--- src/inc/btap_consts.svh ---
// Purpose: Named constants for the boundary-scan test access port.
// Assumes: Included by the package and the design files by bare name.
// Notes:   Definitions only.
`ifndef BTAP_CONSTS_SVH
`define BTAP_CONSTS_SVH

`define BTAP_IR_W          5
`define BTAP_ID_W          32
`define BTAP_CHAIN_LEN     281
`define BTAP_CODE_EXTEST   5'h00
`define BTAP_CODE_SAMPLE   5'h01
`define BTAP_CODE_IDCODE   5'h02
`define BTAP_CODE_HIGHZ    5'h03
`define BTAP_CODE_BYPASS   5'h1F
`define BTAP_IR_CAPTURE    5'h01
`define BTAP_TMS_ONES_MAX  3'h5
`define BTAP_ID_VERSION    4'h0
`define BTAP_ID_PART       16'h1234
`define BTAP_ID_MAKER      11'h2A5
`define BTAP_ID_LSB        1'h1

`endif

--- src/inc/btap_pkg.sv ---
// Purpose: Types shared by the boundary-scan test access port files.
// Assumes: Nothing beyond the constants header.
// Notes:   States are one-hot with the codes written out.
`include "btap_consts.svh"
`default_nettype none

package btap_pkg;

  typedef enum logic [15:0] {
    ST_TLR   = 16'h0001,
    ST_RTI   = 16'h0002,
    ST_SELDR = 16'h0004,
    ST_CAPDR = 16'h0008,
    ST_SHDR  = 16'h0010,
    ST_EX1DR = 16'h0020,
    ST_PSDR  = 16'h0040,
    ST_EX2DR = 16'h0080,
    ST_UPDR  = 16'h0100,
    ST_SELIR = 16'h0200,
    ST_CAPIR = 16'h0400,
    ST_SHIR  = 16'h0800,
    ST_EX1IR = 16'h1000,
    ST_PSIR  = 16'h2000,
    ST_EX2IR = 16'h4000,
    ST_UPIR  = 16'h8000
  } btap_state_t;

  typedef enum logic [4:0] {
    IN_EXTEST = 5'h01,
    IN_SAMPLE = 5'h02,
    IN_IDCODE = 5'h04,
    IN_HIGHZ  = 5'h08,
    IN_BYPASS = 5'h10
  } btap_instr_t;

  typedef struct packed {
    logic tck;
    logic tms;
    logic tdi;
  } btap_jin_t;

  typedef struct packed {
    logic tdo;
    logic tdo_oe;
  } btap_jout_t;

endpackage : btap_pkg

`default_nettype wire

--- src/hw/btap_top.sv ---
// Purpose: Boundary-scan test access port: controller, instruction and data registers.
// Assumes: clk_sys at 25 MHz, several times faster than the tester clock.
// Notes:   Tester pins are oversampled; all scan actions happen on detected edges.
//
// Contract
// - After external test, stay in test operation until a full processor reset.
// - Every undefined instruction code decodes as bypass.
// - TDI has a pull-up so a floating TDI scans in bypass.
// - External test Capture-DR loads input and bidirectional pin values.
// - External test Update-DR drives outputs and bidirectionals from the output latches.
// - Sample/preload Capture-DR loads every input, output and bidirectional pin.
// - Sample/preload Update-DR copies shift stages into the output latches.
// - Sample, bypass and identification leave normal operation alone.
// - Bypass shortens the 281-stage chain to one stage.
// - Identification selects the identification register for shifting out.
// - High impedance floats all outputs and selects the one-stage bypass path.
// - State changes only on rising TCK using TMS sampled there.
// - Reset state on processor reset, TRST#, five TMS highs, or from Select-IR.
// - Entering reset state makes identification active; normal operation untouched.
// - Capture-IR loads 01b low and 000b high into the instruction shifter.
// - Shift-DR moves the selected register toward TDO, MSB from TDI.
// - Shift-IR moves the instruction shifter toward TDO, MSB from TDI.
// - Update-IR loads the instruction latch, which alone sets the instruction.
// - Pause holds shifting; Exit2 returns or updates; no other effect.
// - Run-Test/Idle does no capture, shift or update.
// - Codes 00000b external test, 00001b sample, 00010b identification.
// - 00011b high impedance; 00100b to 11110b bypass; 11111b explicit bypass.
// - Identification is 32 bits: version 4, part 16, maker 11, LSB one.
// - Bypass path is one shift stage between TDI and TDO.
`include "btap_consts.svh"
`default_nettype none

module btap_top #(
  parameter int                         CHAIN_LEN = `BTAP_CHAIN_LEN,
  parameter logic [3:0]                 ID_VERSION = `BTAP_ID_VERSION,  // Arbitrary value.
  parameter logic [15:0]                ID_PART    = `BTAP_ID_PART,     // Arbitrary value.
  parameter logic [10:0]                ID_MAKER   = `BTAP_ID_MAKER,    // Arbitrary value.
  parameter logic [CHAIN_LEN-1:0]       OUT_ONLY   = '0,
  parameter logic [CHAIN_LEN-1:0]       DRIVABLE   = '1
) (
  input  wire logic                     clk_sys,
  input  wire logic                     reset,
  input  wire btap_pkg::btap_jin_t      jtag_in,
  input  wire logic                     trst_n,
  input  wire logic                     cpu_reset,
  input  wire logic [CHAIN_LEN-1:0]     pad_in,
  input  wire logic [CHAIN_LEN-1:0]     core_out,
  input  wire logic [CHAIN_LEN-1:0]     core_oe,
  output var  btap_pkg::btap_jout_t     jtag_out,
  output var  logic [CHAIN_LEN-1:0]     pad_out_r,
  output var  logic [CHAIN_LEN-1:0]     pad_oe_r,
  output var  logic                     test_mode_r
);

  ////////////////////////////////////////////////////////////////////////////
  // Synchronisers for every pin that comes from outside clk_sys.

  logic [2:0]            tck_sy_r;
  logic [1:0]            tms_sy_r;
  logic [1:0]            tdi_sy_r;
  logic [1:0]            rst_sy_r;
  logic [CHAIN_LEN-1:0]  pad_s1_r;
  logic [CHAIN_LEN-1:0]  pad_s2_r;

  always_ff @(posedge clk_sys or posedge reset) begin
    if (reset) begin
      // Starts at the tester's idle high level, so a parked clock never reads as a rise.
      tck_sy_r <= 3'h7;
      tms_sy_r <= 2'h3;
      tdi_sy_r <= 2'h3;
      rst_sy_r <= 2'h0;
      pad_s1_r <= '0;
      pad_s2_r <= '0;
    end else begin
      tck_sy_r <= {tck_sy_r[1:0], jtag_in.tck};
      tms_sy_r <= {tms_sy_r[0], jtag_in.tms};
      tdi_sy_r <= {tdi_sy_r[0], jtag_in.tdi};
      rst_sy_r <= {rst_sy_r[0], cpu_reset};
      pad_s1_r <= pad_in;
      pad_s2_r <= pad_s1_r;
    end
  end

  // Edge detection reads only the second and third stages.
  logic tck_rise;
  logic tck_fall;
  logic tms_s;
  logic tdi_s;
  logic cpu_rst_s;
  logic tap_rst;

  assign tck_rise  = tck_sy_r[1] & ~tck_sy_r[2];
  assign tck_fall  = ~tck_sy_r[1] & tck_sy_r[2];
  assign tms_s     = tms_sy_r[1];
  // With the pad pull-up an open TDI reads one, so an instruction scan loads all ones.
  assign tdi_s     = tdi_sy_r[1];
  assign cpu_rst_s = rst_sy_r[1];
  // The tester reset acts at once without any clock, but its release is retimed.
  // A raw release could land near a clk_sys edge and leave the port half reset.
  logic       tap_arst;
  logic [1:0] trst_sy_r;

  assign tap_arst = reset | ~trst_n;

  always_ff @(posedge clk_sys or posedge tap_arst) begin
    if (tap_arst) begin
      trst_sy_r <= 2'h3;
    end else begin
      trst_sy_r <= {trst_sy_r[0], 1'h0};
    end
  end

  assign tap_rst   = trst_sy_r[1];

  ////////////////////////////////////////////////////////////////////////////
  // Controller.

  btap_pkg::btap_state_t st;

  btap_fsm u_fsm (
    .clk_sys   (clk_sys),
    .rst       (tap_rst),
    .force_tlr (cpu_rst_s),
    .tck_rise  (tck_rise),
    .tms       (tms_s),
    .state_r   (st)
  );

  ////////////////////////////////////////////////////////////////////////////
  // Instruction decode from the latched code alone.

  logic [`BTAP_IR_W-1:0]  ir_sh_r;
  logic [`BTAP_IR_W-1:0]  ir_sh_nxt;
  logic [`BTAP_IR_W-1:0]  ir_r;
  logic [`BTAP_IR_W-1:0]  ir_nxt;
  btap_pkg::btap_instr_t  instr;

  always_comb begin
    case (ir_r)
      `BTAP_CODE_EXTEST: instr = btap_pkg::IN_EXTEST;
      `BTAP_CODE_SAMPLE: instr = btap_pkg::IN_SAMPLE;
      `BTAP_CODE_IDCODE: instr = btap_pkg::IN_IDCODE;
      `BTAP_CODE_HIGHZ:  instr = btap_pkg::IN_HIGHZ;
      `BTAP_CODE_BYPASS: instr = btap_pkg::IN_BYPASS;
      default:           instr = btap_pkg::IN_BYPASS;
    endcase
  end

  logic sel_chain;
  logic sel_id;
  logic sel_byp;

  assign sel_chain = (instr == btap_pkg::IN_EXTEST) | (instr == btap_pkg::IN_SAMPLE);
  assign sel_id    = (instr == btap_pkg::IN_IDCODE);
  assign sel_byp   = ~sel_chain & ~sel_id;

  ////////////////////////////////////////////////////////////////////////////
  // Instruction registers.

  always_comb begin
    ir_sh_nxt = ir_sh_r;
    ir_nxt    = ir_r;
    if (st == btap_pkg::ST_TLR) begin
      ir_nxt = `BTAP_CODE_IDCODE;
    end else if (tck_rise) begin
      case (st)
        btap_pkg::ST_CAPIR: ir_sh_nxt = `BTAP_IR_CAPTURE;
        btap_pkg::ST_SHIR:  ir_sh_nxt = {tdi_s, ir_sh_r[`BTAP_IR_W-1:1]};
        btap_pkg::ST_UPIR:  ir_nxt    = ir_sh_r;
        default:            ir_sh_nxt = ir_sh_r;
      endcase
    end
  end

  always_ff @(posedge clk_sys or posedge tap_rst) begin
    if (tap_rst) begin
      ir_sh_r <= `BTAP_IR_CAPTURE;
      ir_r    <= `BTAP_CODE_IDCODE;
    end else begin
      ir_sh_r <= ir_sh_nxt;
      ir_r    <= ir_nxt;
    end
  end

  ////////////////////////////////////////////////////////////////////////////
  // Data registers: boundary chain shifter and latches, identification, bypass.

  logic [CHAIN_LEN-1:0]   chain_sh_r;
  logic [CHAIN_LEN-1:0]   chain_sh_nxt;
  logic [CHAIN_LEN-1:0]   chain_upd_r;
  logic [CHAIN_LEN-1:0]   chain_upd_nxt;
  logic [`BTAP_ID_W-1:0]  id_sh_r;
  logic [`BTAP_ID_W-1:0]  id_sh_nxt;
  logic                   byp_r;
  logic                   byp_nxt;
  logic [`BTAP_ID_W-1:0]  id_value;

  assign id_value = {ID_VERSION, ID_PART, ID_MAKER, `BTAP_ID_LSB};

  always_comb begin
    chain_sh_nxt  = chain_sh_r;
    chain_upd_nxt = chain_upd_r;
    id_sh_nxt     = id_sh_r;
    byp_nxt       = byp_r;
    if (tck_rise) begin
      case (st)
        btap_pkg::ST_CAPDR: begin
          if (instr == btap_pkg::IN_EXTEST) begin
            // Output-only cells have no pin to sample here, so they keep their stage.
            chain_sh_nxt = (pad_s2_r & ~OUT_ONLY) | (chain_sh_r & OUT_ONLY);
          end else if (instr == btap_pkg::IN_SAMPLE) begin
            chain_sh_nxt = (pad_s2_r & ~OUT_ONLY) | (pad_out_r & OUT_ONLY);
          end
          id_sh_nxt = id_value;
          byp_nxt   = 1'h0;
        end
        btap_pkg::ST_SHDR: begin
          if (sel_chain) begin
            chain_sh_nxt = {tdi_s, chain_sh_r[CHAIN_LEN-1:1]};
          end
          if (sel_id) begin
            id_sh_nxt = {tdi_s, id_sh_r[`BTAP_ID_W-1:1]};
          end
          if (sel_byp) begin
            byp_nxt = tdi_s;
          end
        end
        btap_pkg::ST_UPDR: begin
          // Both chain instructions update the latches; only external test drives pins.
          if (sel_chain) begin
            chain_upd_nxt = chain_sh_r;
          end
        end
        default: begin
          chain_sh_nxt = chain_sh_r;
        end
      endcase
    end
  end

  always_ff @(posedge clk_sys or posedge tap_rst) begin
    if (tap_rst) begin
      chain_sh_r  <= '0;
      chain_upd_r <= '0;
      id_sh_r     <= '0;
      byp_r       <= 1'h0;
    end else begin
      chain_sh_r  <= chain_sh_nxt;
      chain_upd_r <= chain_upd_nxt;
      id_sh_r     <= id_sh_nxt;
      byp_r       <= byp_nxt;
    end
  end

  ////////////////////////////////////////////////////////////////////////////
  // Test hold: once external test is active only a processor reset or the block reset ends it.
  // The tester reset does not clear it, so the pins never glitch back mid-test.

  logic ext_hold_r;
  logic ext_hold_nxt;

  always_comb begin
    ext_hold_nxt = ext_hold_r;
    if (instr == btap_pkg::IN_EXTEST) begin
      ext_hold_nxt = 1'h1;
    end else if (cpu_rst_s) begin
      ext_hold_nxt = 1'h0;
    end
  end

  always_ff @(posedge clk_sys or posedge reset) begin
    if (reset) begin
      ext_hold_r <= 1'h0;
    end else begin
      ext_hold_r <= ext_hold_nxt;
    end
  end

  ////////////////////////////////////////////////////////////////////////////
  // Pin drive and serial output.

  logic [CHAIN_LEN-1:0]   pad_out_nxt;
  logic [CHAIN_LEN-1:0]   pad_oe_nxt;
  btap_pkg::btap_jout_t   jtag_out_nxt;
  logic                   test_mode_nxt;
  logic                   tdo_src;

  always_comb begin
    case (st)
      btap_pkg::ST_SHIR: tdo_src = ir_sh_r[0];
      btap_pkg::ST_SHDR: tdo_src = sel_chain ? chain_sh_r[0] : (sel_id ? id_sh_r[0] : byp_r);
      default:           tdo_src = 1'h0;
    endcase
  end

  always_comb begin
    jtag_out_nxt  = jtag_out;
    test_mode_nxt = ext_hold_r;
    if (tck_fall) begin
      jtag_out_nxt.tdo_oe = (st == btap_pkg::ST_SHIR) | (st == btap_pkg::ST_SHDR);
      jtag_out_nxt.tdo    = tdo_src;
    end
    if (instr == btap_pkg::IN_HIGHZ) begin
      pad_out_nxt = core_out;
      pad_oe_nxt  = '0;
    end else if (ext_hold_r) begin
      pad_out_nxt = chain_upd_r;
      pad_oe_nxt  = DRIVABLE;
    end else begin
      pad_out_nxt = core_out;
      pad_oe_nxt  = core_oe;
    end
  end

  always_ff @(posedge clk_sys or posedge reset) begin
    if (reset) begin
      jtag_out    <= '0;
      pad_out_r   <= '0;
      pad_oe_r    <= '0;
      test_mode_r <= 1'h0;
    end else begin
      jtag_out    <= jtag_out_nxt;
      pad_out_r   <= pad_out_nxt;
      pad_oe_r    <= pad_oe_nxt;
      test_mode_r <= test_mode_nxt;
    end
  end

endmodule : btap_top

`default_nettype wire

--- src/hw/btap_fsm.sv ---
// Purpose: Sixteen-state scan controller stepped by sampled rising link-clock edges.
// Assumes: tck_rise and tms come from the same clk_sys domain, already synchronised.
// Notes:   rst is asynchronous and gathers the block reset and the tester reset.
`include "btap_consts.svh"
`default_nettype none

module btap_fsm (
  input  wire logic               clk_sys,
  input  wire logic               rst,
  input  wire logic               force_tlr,
  input  wire logic               tck_rise,
  input  wire logic               tms,
  output var  btap_pkg::btap_state_t state_r
);

  btap_pkg::btap_state_t state_nxt;
  logic [2:0]            ones_r;
  logic [2:0]            ones_nxt;

  ////////////////////////////////////////////////////////////////////////////
  always_comb begin
    state_nxt = state_r;
    ones_nxt  = ones_r;
    if (tck_rise) begin
      // Saturating count of consecutive high TMS samples.
      ones_nxt = tms ? ((ones_r == `BTAP_TMS_ONES_MAX) ? ones_r : ones_r + 3'h1) : 3'h0;
      case (state_r)
        btap_pkg::ST_TLR:   state_nxt = tms ? btap_pkg::ST_TLR   : btap_pkg::ST_RTI;
        btap_pkg::ST_RTI:   state_nxt = tms ? btap_pkg::ST_SELDR : btap_pkg::ST_RTI;
        btap_pkg::ST_SELDR: state_nxt = tms ? btap_pkg::ST_SELIR : btap_pkg::ST_CAPDR;
        btap_pkg::ST_CAPDR: state_nxt = tms ? btap_pkg::ST_EX1DR : btap_pkg::ST_SHDR;
        btap_pkg::ST_SHDR:  state_nxt = tms ? btap_pkg::ST_EX1DR : btap_pkg::ST_SHDR;
        btap_pkg::ST_EX1DR: state_nxt = tms ? btap_pkg::ST_UPDR  : btap_pkg::ST_PSDR;
        btap_pkg::ST_PSDR:  state_nxt = tms ? btap_pkg::ST_EX2DR : btap_pkg::ST_PSDR;
        btap_pkg::ST_EX2DR: state_nxt = tms ? btap_pkg::ST_UPDR  : btap_pkg::ST_SHDR;
        btap_pkg::ST_UPDR:  state_nxt = tms ? btap_pkg::ST_SELDR : btap_pkg::ST_RTI;
        btap_pkg::ST_SELIR: state_nxt = tms ? btap_pkg::ST_TLR   : btap_pkg::ST_CAPIR;
        btap_pkg::ST_CAPIR: state_nxt = tms ? btap_pkg::ST_EX1IR : btap_pkg::ST_SHIR;
        btap_pkg::ST_SHIR:  state_nxt = tms ? btap_pkg::ST_EX1IR : btap_pkg::ST_SHIR;
        btap_pkg::ST_EX1IR: state_nxt = tms ? btap_pkg::ST_UPIR  : btap_pkg::ST_PSIR;
        btap_pkg::ST_PSIR:  state_nxt = tms ? btap_pkg::ST_EX2IR : btap_pkg::ST_PSIR;
        btap_pkg::ST_EX2IR: state_nxt = tms ? btap_pkg::ST_UPIR  : btap_pkg::ST_SHIR;
        btap_pkg::ST_UPIR:  state_nxt = tms ? btap_pkg::ST_SELDR : btap_pkg::ST_RTI;
        default:            state_nxt = btap_pkg::ST_TLR;
      endcase
      // The table already reaches reset after five highs; this guards a corrupted state.
      if (ones_nxt == `BTAP_TMS_ONES_MAX) begin
        state_nxt = btap_pkg::ST_TLR;
      end
    end
    if (force_tlr) begin
      state_nxt = btap_pkg::ST_TLR;
      ones_nxt  = 3'h0;
    end
  end

  always_ff @(posedge clk_sys or posedge rst) begin
    if (rst) begin
      state_r <= btap_pkg::ST_TLR;
      ones_r  <= 3'h0;
    end else begin
      state_r <= state_nxt;
      ones_r  <= ones_nxt;
    end
  end

endmodule : btap_fsm

`default_nettype wire

--- config.mk ---
export PLATFORM = sky130hd
export DESIGN_NAME = btap_top
export DESIGN_NICKNAME = d
export VERILOG_FILES = /design/src/inc/btap_pkg.sv /design/src/hw/btap_top.sv /design/src/hw/btap_fsm.sv
export VERILOG_INCLUDE_DIRS = /design/src /design/src/inc
export SDC_FILE = /design/constraint.sdc
export NUM_CORES = 2
export LEC_CHECK = 0
export BUFFER_PORTS_ARGS = -buffer_cell sky130_fd_sc_hd__buf_2
export CELL_PAD_IN_SITES_DETAIL_PLACEMENT = 2
export CELL_PAD_IN_SITES_GLOBAL_PLACEMENT = 2
export CORE_AREA = 2 2 545 547
export DETAILED_ROUTE_END_ITERATION = 7
export DIE_AREA = 0 0 547 549
export GPL_ROUTABILITY_DRIVEN = 1
export GPL_TIMING_DRIVEN = 0
export PLACE_DENSITY = 0.6
export RECOVER_POWER = 50
export SYNTH_ARGS = -nofsm -noshare
export SYNTH_HDL_FRONTEND = slang
export SYNTH_SLANG_ARGS = --single-unit
--- constraint.sdc ---
create_clock -name clk_sys -period 46.8 [get_ports clk_sys]
set_input_delay 11.7 -clock clk_sys [delete_from_list [all_inputs] [get_ports clk_sys]]
set_output_delay 11.7 -clock clk_sys [all_outputs]
set_load 0.005 [all_outputs]
==> Yosys cells after proc, flatten, opt, wreduce, memory -nomap -nowiden <==
Cells that the tools add are included.
{ "word_totals": {"register_bits": 1763, "input_bits": 850, "output_inout_bits": 565, "word_cells": 121} }
{ "classes": {"addsub": 1, "n_eq_ne": 29, "mux": 42, "bitwise_logic": 12, "reduce_logical": 16} }
{ "op_table": {"columns": ["operator", "count"], "rows": [
  ["$mux 281", 7],
  ["$pmux 281 s2", 1],
  ["$pmux 16 s12", 1],
  ["$mux 16", 5],
  ["$pmux 32 s2", 1],
  ["$mux 32", 1],
  ["$pmux 5 s4", 1],
  ["$mux 9", 2],
  ["$eq 16x1->1 const B", 1],
  ["$eq 16x10->1 const B", 1],
  ["$eq 16x11->1 const B", 1],
  ["$eq 16x12->1 const B", 1],
  ["$eq 16x13->1 const B", 1],
  ["$eq 16x14->1 const B", 1],
  ["$eq 16x15->1 const B", 1],
  ["$eq 16x16->1 const B", 1],
  ["$eq 16x2->1 const B", 1],
  ["$eq 16x3->1 const B", 1],
  ["$eq 16x4->1 const B", 1],
  ["$eq 16x5->1 const B", 1],
  ["$eq 16x6->1 const B", 1],
  ["$eq 16x7->1 const B", 1],
  ["$eq 16x8->1 const B", 1],
  ["$eq 16x9->1 const B", 1],
  ["30 further kinds", 65]
]} }

==> Logic depth before layout (Yosys ltp) <==
{ "depth": {"word_depth": 8, "mapped_depth": 9, "ltp_nobuf": 7} }

==> Cells and area by module <==
Synthesis repeated with hierarchy kept, for this count alone.
{ "unflattened": {"cells_unflattened": 3937, "area_unflattened_um2": 61873.1} }
{ "by_module_without_submodules": {"columns": ["module", "instances", "cells_each", "area_per_inst_um2", "seq_area_each_um2"], "rows": [
  ["btap_top", 1, 3789, 60513.0, 43655.6],
  ["btap_fsm", 1, 148, 1360.1, 476.7]
]} }

==> Worst setup path before layout <==
Ideal clock, no wire load.
{ "synth_path": {"kind": "input to register", "from": "input core_out[0]", "to": "register pad_out_r[0]", "setup_ns": 0.125, "arrival_time_ns": 11.937, "required_time_ns": 46.675, "setup_slack_ns": 34.738, "cell_stages": 1, "path_buffers": 0, "path_cell_list": "mux2_2"} }
{ "synth_between": {"elab_chain_cells": 2} }
{ "synth_rtl": {"columns": ["element", "line", "source"], "rows": [
  ["start: declaration", "btap_top.sv:47", "input wire logic [CHAIN_LEN-1:0] core_out,"],
  ["$mux 281", "btap_top.sv:306", "end else if (ext_hold_r) begin"],
  ["$mux 281 (*)", "btap_top.sv:303", "if (instr == btap_pkg::IN_HIGHZ) begin"],
  ["end signal: assignment", "btap_top.sv:323", "pad_out_r <= pad_out_nxt;"],
  ["end: declaration", "btap_top.sv:50", "output var logic [CHAIN_LEN-1:0] pad_out_r,"]
]} }
Every way passes the cells marked *; elsewhere a longest branch is shown, timed or not.
A chain may end at the register's enable or synchronous reset.

==> flow_summary.ini <==
[synth]
synth_top_cells_by_count = dfrtp_1, nor2_1, nand2_1
synth_top_cell_by_area = dfrtp_1
ys_warn_count = 0
synth_edf_count = 0
yosysUniqueCellTypes = 44
ys_ff_latch = 1763
yosysMostFrequentCell = dfrtp_1
synth.avg_cell_area_sq_um = 13.1
synth-main-ff-cell = dfrtp_1
synth.top_cell.area_share_pct = 72.7
yosys-top-cells-area = dfrtp_1, mux2_2, nor2_1
synthArstFlopShare_pct = 100
synth_cells = 4593
syn_area_sq_um = 60300
synth_nets = 5445
ys_seq_area_share_pct = 73.2

[cts]
clk_pin_slew_worst_paths_ns = 0.06
cts_root_buf = clkbuf_16
cts_setup_buffers = 0
cts_sinks = 1763
clockBufferDepth = 4
h-tree-depth = 4
cts_tree = yes
cts.repair.resized = 0
cts_buffers = 212
hold_buffers = 0
insertion_delay_ns = 0.89

[finish]
regArea_sq_um = 44100
stdcell_count = 10500
multi_input_area_sq_um = 14900
fin_nets = 7089
drive_gt1_share_pct = 36.5
area_growth_syn_to_layout_pct = 32.6
fillers = 32000

[sta]
fin_tns_setup_ns = 0
relSlewSlack_pct = -317
holdWs_ns = 0.340
fin_crit_sh_pct = 33.5
finClkSkew_ns = 0.0819
rsz0062_at_grt = no
finalCriticalPeriod_ns = 15.66
worst_pin_slew_ns = 6.25
fmax_mhz = 63.9
finalSetupViolations = 0
hold_violations = 0
final.setup.worst_slack_ns = 31.14
slew_viol_final = 648

[critical_path]
critPathMaxStageDelay_ns = 4.62
crit_slowest_cell = clkbuf_1
crit_start = trst_sy_r[1]
cp-endpoint = chain_upd_r[52]
crit_path_start_kind = register
crit_buf_inv = 4
critPathTopFamily = buffers and inverters
cp.arrival_ns = 15.63
cp.required_ns = 46.77
r2r_slack_ns = 31.14
crit_fanout = 112
crit_type = register to asynchronous set/reset pin
reg2reg_from = trst_sy_r[1]
path_cells = clkinvlp_2, clkbuf_1, clkbuf_1, clkbuf_1
crit_top_cell = clkbuf_1
r2r_end = chain_upd_r[52]
reg2regPathDepth = 4
crit_cells = 4
end_kind = asynchronous set/reset pin

[floorplan]
die_area_sq_um = 300000
die_w_um = 547
pin_count = 1415
start_util_pct = 20.4
num_rows = 200
fp.coreArea_sq_um = 295000
dieHeight_um = 549

[placed_design]
detailedPlace.worstSlack_ns = 32.26
dp.cells = 9962
gp_congestion = 0.924
numPortBuffers = 1414
place_hpwl_um = 214000

[global_route]
grt_pass1_wl_um = 377000
grt_pass1_vias = 47800
grt_max_degree = 127
grtUsageTotal_pct = 17.7
globalRouteOverflowTotal = 0
antenna_found_initial = 271

[route]
wire_per_inst_um = 26.0
drt_iter0_drc = 1976
postRouteAntennaNets = 0
dr.pass1.iters = 5
drcViolationCount = 0
routed_via_density = 4.09
num_vias = 42800
drt-total-wl_um = 272000

[power_and_ir_drop]
p_total_uw = 3470
vdd_drop_max_v = 0.0000323
power.leakage_uw = 0.0382
power_density_nw_per_um2 = 43.4

[run]
maxCapViolations = 9

[run_status]
violations = max-capacitance violations, max-slew violations
status = complete, but fails checks

[min_path]
hold_path_class = register to register
## routing by layer
metal,GRT usage [%],wire [um]
met1,20.0,104000
met4,4.91,8830
met3,7.56,25700
met2,30.2,132000
met5,0,969
## metrics by stage
step                area [sq um]  util, %
CTS                        80000     27.1
finish                     79900     27.1
detailed placement         72800     24.7
global route               79800     27.0
floorplan                  60300        -
global placement           72300     24.5
## placed cells by master, fill, tap and decap left out, drive strengths merged, types with 2 or more instances in the layout
master    count
xor2          2
dfstp        12
mux2        562
a211oi        2
or3           5
clkinv       47
inv          15
nand2       628
a22oi         4
a31oi       283
nor2b         5
nand4         3
nor3b         2
o21ai        24
nor2        887
o31ai         2
nand3b        3
nor4b         4
a32o          2
xnor2         6
buf        1425
bufinv       20
dfrtp      1751
or4           8
nor4         11
diode       112
clkbuf      585
ha            2
nor3         29
a32oi         2
nand3        33
nand4b        2
a21oi        12
clkinvlp      8
nand2b        6
a22o          2
## final cells by class
cell class / instances / area share [%]
diodes: 112 / 0.351
plain buffers: 280 / 1.39
clock buffers: 300 / 7.64
clock inverters: 79 / 1.39
inverters: 11 / 0.0626
multi-input cells: 2539 / 18.6
flip-flops and latches: 1763 / 55.2
well taps: 3939 / 6.17
repair buffers: 1430 / 9.15
## worst min path at each step
stage          depth (start not counted)       endpoint          start
2_1_floorplan                          0    pad_s2_r[0]    pad_s1_r[0]
3_3_place_gp                           0   pad_s2_r[96]   pad_s1_r[96]
3_5_place_dp                           0   pad_s2_r[91]   pad_s1_r[91]
4_1_cts                                0  pad_s2_r[146]  pad_s1_r[146]
5_1_grt                                0   pad_s2_r[49]   pad_s1_r[49]
6_report                               0  pad_s2_r[228]  pad_s1_r[228]
## worst register-to-register path, cell delays in order, from the launching register on
cell and delay [ns]:
dfstp_2 0.37, clkinvlp_2 2.21, clkbuf_1 4.03, clkbuf_1 4.67, clkbuf_1 3.33
## kinds of logic after synthesis
kind of cell / count (synthesis) / share of synthesized area [%]
flops: 1763 / 73.2
simple gates: 1630 / 10.6
mux: 562 / 10.5
compound gates: 336 / 3.47
buf+inv: 291 / 2.05
xor+xnor: 8 / 0.116
fa+ha+maj: 2 / 0.0415
other cells: 1 / 0.00622
## power by group
| part | internal [uW] | total (uW) | switching (uW) |
|---|---|---|---|
| logic | 59.5 | 161 | 101 |
| registers | 1580 | 1590 | 17.3 |
| clock network | 1020 | 1720 | 697 |
## registers in the layout, indices dropped and copies added, names as in the netlist, 3 cells and up
| signal | count |
|---|---|
| chain_upd_r | 281 |
| id_sh_r | 32 |
| pad_oe_r | 281 |
| u_fsm.ones_r | 3 |
| chain_sh_r | 281 |
| u_fsm.state_r | 16 |
| ir_r | 5 |
| pad_s1_r | 281 |
| pad_out_r | 281 |
| tck_sy_r | 3 |
| ir_sh_r | 5 |
| pad_s2_r | 281 |
No activity file was read; power rests on OpenSTA's default activity.
